[config.mk]
export PLATFORM = sky130hd
export DESIGN_NAME = bonded_rx_clock_distribution
export DESIGN_NICKNAME = d
export VERILOG_FILES = /design/src/core/bonded_rx_clock_distribution.v /design/src/core/rx_skid2.v
export VERILOG_INCLUDE_DIRS = /design/src /design/src/shared
export SDC_FILE = /design/constraint.sdc
export NUM_CORES = 2
export LEC_CHECK = 0
export BUFFER_PORTS_ARGS = -buffer_cell sky130_fd_sc_hd__buf_2
export CAP_MARGIN = 20
export CORE_MARGIN = 4
export CORE_UTILIZATION = 30
export DETAILED_ROUTE_END_ITERATION = 12
export PLACE_DENSITY_LB_ADDON = 0.1
export SYNTH_ARGS = -nofsm -noshare
export SYNTH_HDL_FRONTEND = slang
export SYNTH_SLANG_ARGS = --single-unit
[constraint.sdc]
create_clock -name clk_sys_i -period 17.85 [get_ports clk_sys_i]
set_input_delay 3.57 -clock clk_sys_i [delete_from_list [all_inputs] [get_ports clk_sys_i]]
set_output_delay 3.57 -clock clk_sys_i [all_outputs]
set_load 0.005 [all_outputs]
[src/shared/rx_bond_consts.vh]
// Constants for the bonded receive clock distribution block.
`ifndef RX_BOND_CONSTS_VH
`define RX_BOND_CONSTS_VH

`define MODE_PCIE_X4       3'h0
`define MODE_XAUI          3'h1
`define MODE_GENERIC_X4    3'h2
`define MODE_PCIE_X8       3'h3
`define MODE_GENERIC_X8    3'h4

`define LANES_BLOCK        8'h04
`define LANES_BONDED_X8    8'h08

`define SER_BITS_PER_TICK  2
`define SER_TICKS_PER_WORD 3'h5
`define SYM_W              10
`define LS_DIV_DEFAULT     4
`define PCOMP_DEPTH_LOG2   2

`define KHZ_XAUI_FABRIC    18'h2625A
`define KHZ_GEN1_BD        18'h1E848
`define KHZ_GEN1_NOBD_HARD 18'h3D090
`define KHZ_GEN2_BD        18'h3D090
`define KHZ_UNSPEC         18'h00000

`endif

[src/core/bonded_rx_clock_distribution.v]
// Bonded receive clock distribution and shared phase compensation datapath.
`timescale 1ns/1ps
`include "rx_bond_consts.vh"
module bonded_rx_clock_distribution #(
  parameter LANES  = 8,
  parameter LS_DIV = `LS_DIV_DEFAULT
) (
  input  wire                  clk_sys_i,
  input  wire                  reset_n_i,
  input  wire [2:0]            mode_i,
  input  wire                  gen2_i,
  input  wire                  byte_deser_en_i,
  input  wire                  hard_core_en_i,
  input  wire                  slave_block_ok_i,
  input  wire [LANES-1:0]      lane_ser_toggle_i,
  input  wire [2*LANES-1:0]    lane_ser_bits_i,
  input  wire                  fabric_ready_i,
  output reg                   fabric_clk_en_o,
  output wire                  fabric_valid_o,
  output wire [16*LANES-1:0]   fabric_data_o,
  output reg  [7:0]            active_lanes_o,
  output reg                   deskew_active_o,
  output reg                   config_err_o,
  output reg                   code_err_o,
  output reg                   overflow_o,
  output reg  [17:0]           fabric_khz_o
);
  localparam PW = 16 * LANES;
  localparam AW = `PCOMP_DEPTH_LOG2;
  localparam DEPTH = 1 << AW;

  // ------------------------------------------------------------------
  // Mode decode
  // ------------------------------------------------------------------
  reg        deskew_d;
  reg [7:0]  lanes_d;
  reg        err_d;
  reg [17:0] khz_d;
  wire       pcie = (mode_i == `MODE_PCIE_X4) || (mode_i == `MODE_PCIE_X8);

  // Generic modes report no fabric rate, since their line rate is the user's.
  always @* begin
    deskew_d = 1'b0;
    lanes_d  = `LANES_BLOCK;
    err_d    = 1'b0;
    khz_d    = `KHZ_UNSPEC;
    case (mode_i)
      `MODE_PCIE_X4: lanes_d = `LANES_BLOCK;
      `MODE_XAUI: begin
        deskew_d = 1'b1;
        lanes_d  = `LANES_BLOCK;
      end
      `MODE_GENERIC_X4: lanes_d = `LANES_BLOCK;
      `MODE_PCIE_X8: begin
        lanes_d = `LANES_BONDED_X8;
        err_d   = ~slave_block_ok_i;
      end
      `MODE_GENERIC_X8: begin
        lanes_d = `LANES_BONDED_X8;
        err_d   = ~slave_block_ok_i;
      end
      default: err_d = 1'b1;
    endcase
    if (mode_i == `MODE_XAUI) begin
      khz_d = `KHZ_XAUI_FABRIC;
      if (!byte_deser_en_i) begin
        err_d = 1'b1;
      end
    end
    if (pcie) begin
      if (gen2_i) begin
        khz_d = `KHZ_GEN2_BD;
        if (!byte_deser_en_i) begin
          err_d = 1'b1;
        end
      end else if (byte_deser_en_i) begin
        khz_d = `KHZ_GEN1_BD;
      // no byte deserializer needs hard core
      end else if (hard_core_en_i) begin
        khz_d = `KHZ_GEN1_NOBD_HARD;
      end else begin
        err_d = 1'b1;
      end
    end
    if (lanes_d > LANES) begin
      err_d = 1'b1;
    end
  end

  // ------------------------------------------------------------------
  // Pin synchronisers
  // ------------------------------------------------------------------
  // The toggle takes a third stage so that its edge is seen on settled bits;
  // the lane bits take two and line up with the second toggle stage.
  reg [LANES-1:0]   tog_s1_q;
  reg [LANES-1:0]   tog_s2_q;
  reg [LANES-1:0]   tog_s3_q;
  reg [2*LANES-1:0] bits_s1_q;
  reg [2*LANES-1:0] bits_s2_q;

  always @(posedge clk_sys_i) begin
    if (!reset_n_i) begin
      tog_s1_q  <= {LANES{1'b0}};
      tog_s2_q  <= {LANES{1'b0}};
      tog_s3_q  <= {LANES{1'b0}};
      bits_s1_q <= {2*LANES{1'b0}};
      bits_s2_q <= {2*LANES{1'b0}};
    end else begin
      tog_s1_q  <= lane_ser_toggle_i;
      tog_s2_q  <= tog_s1_q;
      tog_s3_q  <= tog_s2_q;
      bits_s1_q <= lane_ser_bits_i;
      bits_s2_q <= bits_s1_q;
    end
  end

  // ------------------------------------------------------------------
  // Low-speed divider of the first clock management unit
  // ------------------------------------------------------------------
  // One divider serves every lane, so the slave block's divider never
  // steers timing and the lanes cannot drift apart on the read side.
  reg [7:0] ls_cnt_q;
  reg       ls_tick_q;
  reg       half_q;
  // A bad configuration parks the divider so that no fabric enable escapes.
  wire      ls_run = ~config_err_o;

  always @(posedge clk_sys_i) begin
    if (!reset_n_i) begin
      ls_cnt_q  <= 8'h00;
      ls_tick_q <= 1'b0;
      half_q    <= 1'b0;
    end else if (ls_run) begin
      ls_tick_q <= (ls_cnt_q == LS_DIV[7:0] - 8'h01);
      ls_cnt_q  <= (ls_cnt_q == LS_DIV[7:0] - 8'h01) ? 8'h00 : ls_cnt_q + 8'h01;
      if (ls_tick_q) begin
        half_q <= ~half_q;
      end
    end else begin
      ls_tick_q <= 1'b0;
      ls_cnt_q  <= 8'h00;
      half_q    <= 1'b0;
    end
  end

  wire pcomp_tick = ls_tick_q & (~byte_deser_en_i | half_q);

  // ------------------------------------------------------------------
  // Per-lane recovery, alignment and rate match
  // ------------------------------------------------------------------
  wire [LANES-1:0] ser_tick = tog_s2_q ^ tog_s3_q;
  wire [LANES-1:0] par_tick;
  wire [LANES-1:0] lane_on;
  wire [LANES-1:0] rm_valid;
  wire [LANES-1:0] sym_bad;
  wire [PW-1:0]    lane_word;

  genvar g;
  generate
    for (g = 0; g < LANES; g = g + 1) begin : lane
      reg [2:0]  ser_cnt_q;
      reg        par_q;
      reg [9:0]  shift_q;
      reg [9:0]  aligned_q;
      reg [9:0]  rm_q;
      reg        rm_v_q;
      reg [7:0]  dec_q;
      reg        al_v_q;
      reg [7:0]  low_q;
      reg [15:0] word_q;
      reg        bad_q;
      integer    k;
      reg [3:0]  ones;
      wire       rm_wr;

      assign lane_on[g]  = (g < active_lanes_o);
      assign par_tick[g] = par_q;
      assign rm_valid[g] = rm_v_q;
      assign sym_bad[g]  = bad_q;
      assign lane_word[16*g +: 16] = word_q;
      // Deskew mode writes every lane on lane 0's tick to line the group up.
      // lane 0 drives deskew write
      // own lane drives rate match write
      assign rm_wr = deskew_active_o ? par_tick[0] : par_q;

      always @* begin
        ones = 4'h0;
        for (k = 0; k < `SYM_W; k = k + 1) begin
          ones = ones + {3'h0, rm_q[k]};
        end
      end

      always @(posedge clk_sys_i) begin
        if (!reset_n_i || !lane_on[g]) begin
          ser_cnt_q <= 3'h0;
          par_q     <= 1'b0;
          shift_q   <= 10'h000;
          aligned_q <= 10'h000;
          rm_q      <= 10'h000;
          rm_v_q    <= 1'b0;
          dec_q     <= 8'h00;
          al_v_q    <= 1'b0;
          low_q     <= 8'h00;
          word_q    <= 16'h0000;
          bad_q     <= 1'b0;
        end else begin
          par_q <= 1'b0;
          if (ser_tick[g]) begin
            shift_q <= {shift_q[7:0], bits_s2_q[2*g +: 2]};
            if (ser_cnt_q == `SER_TICKS_PER_WORD - 3'h1) begin
              ser_cnt_q <= 3'h0;
              par_q     <= 1'b1;
            end else begin
              ser_cnt_q <= ser_cnt_q + 3'h1;
            end
          end
          // The first parallel tick finds no aligned word yet, so the rate match
          // slot is marked empty and the reset zeros it passes to the decoder raise no code error.
          // aligner on own clock
          if (par_q) begin
            aligned_q <= shift_q;
            al_v_q    <= 1'b1;
          end
          if (rm_wr) begin
            rm_q   <= aligned_q;
            rm_v_q <= al_v_q;
          end else if (ls_tick_q) begin
            rm_v_q <= 1'b0;
          end
          bad_q <= 1'b0;
          if (ls_tick_q) begin
            dec_q   <= rm_q[7:0];
            bad_q   <= rm_v_q & ((ones < 4'h4) | (ones > 4'h6));
            if (!half_q) begin
              low_q <= dec_q;
            end
          end
          if (pcomp_tick) begin
            word_q <= byte_deser_en_i ? {dec_q, low_q} : {8'h00, dec_q};
          end
        end
      end
    end
  endgenerate

  // ------------------------------------------------------------------
  // Shared phase compensation FIFO
  // ------------------------------------------------------------------
  // One pointer pair for the whole group keeps every lane's word in the
  // same slot; a per-lane pointer could let one lane slip by a word.
  reg [PW-1:0] pcomp_mem [0:DEPTH-1];
  reg [AW:0]   wr_ptr_q;
  reg [AW:0]   rd_ptr_q;
  reg          started_q;
  wire         buf_ready;
  wire         pcomp_empty = (wr_ptr_q == rd_ptr_q);
  wire         pcomp_full  = (wr_ptr_q[AW] != rd_ptr_q[AW]) &&
                             (wr_ptr_q[AW-1:0] == rd_ptr_q[AW-1:0]);
  // Writes start only once lane 0 holds a word, so the group begins in step.
  wire         pcomp_wr    = pcomp_tick & started_q;
  wire         pcomp_rd    = ~pcomp_empty & buf_ready;

  always @(posedge clk_sys_i) begin
    if (!reset_n_i || config_err_o) begin
      wr_ptr_q  <= {AW+1{1'b0}};
      rd_ptr_q  <= {AW+1{1'b0}};
      started_q <= 1'b0;
    end else begin
      if (pcomp_tick && rm_valid[0]) begin
        started_q <= 1'b1;
      end
      if (pcomp_wr && !pcomp_full) begin
        wr_ptr_q <= wr_ptr_q + {{AW{1'b0}}, 1'b1};
      end
      if (pcomp_rd) begin
        rd_ptr_q <= rd_ptr_q + {{AW{1'b0}}, 1'b1};
      end
    end
  end

  always @(posedge clk_sys_i) begin
    if (pcomp_wr && !pcomp_full) begin
      pcomp_mem[wr_ptr_q[AW-1:0]] <= lane_word;
    end
  end

  // The output buffer absorbs a fabric stall without losing a word; the
  // phase compensation FIFO behind it then fills and flags an overflow.
  rx_skid2 #(
    .W (PW)
  ) rx_skid2_i (
    .clk_sys_i   (clk_sys_i),
    .reset_n_i   (reset_n_i),
    .in_valid_i  (pcomp_rd),
    .in_data_i   (pcomp_mem[rd_ptr_q[AW-1:0]]),
    .in_ready_o  (buf_ready),
    .out_valid_o (fabric_valid_o),
    .out_data_o  (fabric_data_o),
    .out_ready_i (fabric_ready_i)
  );

  // ------------------------------------------------------------------
  // Status and fabric clock enable
  // ------------------------------------------------------------------
  // Sticky flags clear only by reset, so a fault seen once stays visible.
  // shared fabric clock enable
  always @(posedge clk_sys_i) begin
    if (!reset_n_i) begin
      fabric_clk_en_o <= 1'b0;
      active_lanes_o  <= `LANES_BLOCK;
      deskew_active_o <= 1'b0;
      config_err_o    <= 1'b0;
      code_err_o      <= 1'b0;
      overflow_o      <= 1'b0;
      fabric_khz_o    <= `KHZ_UNSPEC;
    end else begin
      fabric_clk_en_o <= pcomp_tick;
      active_lanes_o  <= lanes_d;
      deskew_active_o <= deskew_d;
      config_err_o    <= err_d;
      fabric_khz_o    <= err_d ? `KHZ_UNSPEC : khz_d;
      if (|sym_bad) begin
        code_err_o <= 1'b1;
      end
      if (pcomp_wr && pcomp_full) begin
        overflow_o <= 1'b1;
      end
    end
  end
endmodule

[src/core/rx_skid2.v]
// Two-entry buffer with valid and ready on both sides.
`timescale 1ns/1ps
module rx_skid2 #(
  parameter W = 16
) (
  input  wire         clk_sys_i,
  input  wire         reset_n_i,
  input  wire         in_valid_i,
  input  wire [W-1:0] in_data_i,
  output reg          in_ready_o,
  output reg          out_valid_o,
  output reg  [W-1:0] out_data_o,
  input  wire         out_ready_i
);
  reg [W-1:0] spare_q;
  reg         spare_v_q;
  wire        take = in_valid_i & in_ready_o;
  wire        give = out_valid_o & out_ready_i;

  // A stalled receiver parks the second word in the spare slot.
  always @(posedge clk_sys_i) begin
    if (!reset_n_i) begin
      out_valid_o <= 1'b0;
      out_data_o  <= {W{1'b0}};
      spare_q     <= {W{1'b0}};
      spare_v_q   <= 1'b0;
      in_ready_o  <= 1'b0;
    end else begin
      if (!out_valid_o || give) begin
        if (spare_v_q) begin
          out_data_o  <= spare_q;
          out_valid_o <= 1'b1;
          spare_v_q   <= take;
          spare_q     <= in_data_i;
        end else begin
          out_data_o  <= in_data_i;
          out_valid_o <= take;
        end
        in_ready_o <= ~(spare_v_q & take);
      end else if (take) begin
        spare_q    <= in_data_i;
        spare_v_q  <= 1'b1;
        in_ready_o <= 1'b0;
      end else begin
        in_ready_o <= ~spare_v_q;
      end
    end
  end
endmodule

==> flow_summary.ini <==
[outcome]
status = completed

[worst_setup_path]
crit_path_start_kind = input port
cp-end-kind = flip-flop
arrival_ns = 7.26
crit_fanout = 99
path_class = in -> reg
required_ns = 18.55

[yosys]
synthCells = 4576
yosys.area.top_type = dfxtp_1
synth_seq_cells = 1412
synth_area_um2 = 53600
synth_flop_cell = dfxtp_1
yosys-top-cells-area = dfxtp_1, edfxtp_1, mux2i_1, mux4_2, nand2_1
synth_area_per_cell_um2 = 11.7
yosysSeqAreaShare_pct = 62.3
yosys.area.top_type_share_pct = 33.6
synth_edf_count = 512
yosysUniqueCellTypes = 55
async_reset_ff_share_pct = 0
synth-warning-count = 0

[route]
first_iter_violations = 2190
route.detailed.drc = 0
drt-total-wl_mm = 134
postRouteAntennaNets = 0
vias = 33231
post_drt_wl_per_cell_um = 18.8
vias_per_cell = 4.67
drt-pass1-iter-count = 5

[global_route]
grt_pass1_vias = 32670
grt_max_degree = 194
antenna_found_initial = 4
grt_pass1_wl_mm = 208
grt_usage_pct = 14.3
grt_remaining_overflow = 0

[timing]
slew_violations = 0
clock.fmax_ghz = 0.152
finClkSkew_ns = 0.0282
min_period_ns = 6.56
max_slew_margin_pct = 27.8
hold_ws_ns = 0.427
hold_viol = 0
finalSetupTns_ns = 0
setup_viol_count_final = 0
rsz0062_at_grt = no
tightestPinTransition_ns = 1.08
period_share_pct = 36.7

[clocking]
hold_buffers = 0
clk_path_buf_depth = 3
htreeDepth = 4
cts_root_buf = clkbuf_16
clk_pin_slew_ns = 0.06
clkLatencyLatePin_ns = 0.78
cts.repair.resized = 0
cts_buffers = 163
cts_num_sinks = 1412
cts_tree = done
post_cts.repair.setup_buffers = 0

[floorplanning]
die_area_um2 = 185000
die_width_um = 431
coreArea_um2 = 177000
boundaryPins = 194
rows = 154
die_h_um = 431
start_util_pct = 30.3

[placement]
gp_congestion = 0.696
dpl.cell_count = 6816
placement.io_buffers = 182
place_hpwl_mm = 81.2

[layout]
multiInputGateArea_um2 = 18200
layout_common_cells = dfxtp_1, nand2_1, edfxtp_1
layout_commonest_cell = dfxtp_1
drive_above_1_share_pct = 13.7
area_growth_pct = 15.8
fin_nets = 4763
fillCellCount = 17567
seq_area_um2 = 33400
final_cells = 7122

[power]
irDropWorstVdd_v = 0.000103
power_density_nw_per_um2 = 112
p_leak_nw = 21.0

[job]
cap_violations = 0

[hold_path]
hold_path_class = reg -> reg
-- routing by layer --
metal / routed length [um] / up-vias / global-route usage, % / share of wire, %
met5: 0 / - / 0 / 0
met4: 2790 / 0 / 4.05 / 2.1
met3: 4940 / 189 / 2.41 / 3.7
met2: 59200 / 493 / 21.8 / 44
met1: 67100 / 16207 / 20.9 / 50
li1: - / 16342 / - / -
-- cell type report --
class | instances | share of cell area (%)
clock buffers | 235 | 7.70
clock inverters | 68 | 1.48
diodes | 1 | 0.00403
well taps | 2340 | 4.72
inverters | 120 | 0.726
repair buffers | 241 | 2.25
multi-input cells | 2705 | 29.3
flip-flops and latches | 1412 | 53.8
-- critical path: stages --
cell	delay [ns]
buf_8	0.23
buf_4	0.57
buf_4	0.74
buf_4	0.70
buf_4	0.83
o21ai_0	0.22
a21oi_1	0.16
-- flip-flops by register name, summed over array words and instances, names as in the netlist, 16 cells and up, named ones only --
name / count
lane.ser_cnt_q: 24
lane.low_q: 64
lane.rm_q: 80
bits_s2_q: 16
bits_s1_q: 16
lane.shift_q: 80
pcomp_mem: 512
lane.word_q: 128
rx_skid2_i.spare_q: 128
lane.dec_q: 64
rx_skid2_i.out_data_o: 128
lane.aligned_q: 80
-- synthesized netlist by cell type, types with 2 or more instances --
master     instances
buf_2            133
a21oi_2            5
o31ai_1            2
o21a_1             2
buf_1             27
dfxtp_1          900
inv_2              2
and3_1            15
xnor2_1           14
xor2_2             2
nand3b_1           8
a21o_1            12
mux4_2           128
fa_1              48
a21oi_1          456
nor3_1            13
ha_1              38
inv_1            118
nand3_1           85
and2_1            61
nand4_1          130
o21ai_0          149
a211oi_1          68
nor4_1             2
xor2_1            14
nor2_1           278
edfxtp_1         512
clkbuf_1         147
buf_4             29
nand2_1          665
nand2b_1           2
buf_6             13
o21ai_1          121
a2111oi_0          4
mux2i_1          351
nor2b_1            2
o211a_1            2
-- cells by family after synthesis --
family / synth area share [%]
AOI/OAI and AO/OA: 8.28
xor gates and xnor gates: 0.518
adders and majority gates: 2.72
buffers and inverters: 3.98
DFF: 62.3
muxes: 12.0
other: 0.00700
and+or+nand+nor: 10.2
-- path summary, 6_finish.rpt --
kind | from | end | slack, ns | cells after the start
max | reset_n_i | rx_skid2_i.out_data_o[123] | 11.29 | 7
min | bits_s1_q[12] | bits_s2_q[12] | 0.43 | 1
max reg2reg | ls_tick_q | pcomp_mem[2][32] | 14.21 | 4
min reg2reg | bits_s1_q[12] | bits_s2_q[12] | 0.43 | 1
-- stage by stage --
step                power (mW)  setup slack [ns]  area [um2]  util [%]
CTS                       7.08             11.34       62000      35.1
detailed placement        3.52             10.49       56300      31.9
global route              7.22             10.96       62000      35.1
finish                    6.95             11.29       62000      35.1
global placement          3.52             10.59       56300      31.8
floorplan                 3.48              4.45       53600         -
-- power breakdown --
group	switching, mW	total, mW	internal, mW
sequential	0.0107	3.34	3.33
clock	1.34	3.50	2.15
combinational	0.0810	0.113	0.0315
(Power assumes the default switching activity.)
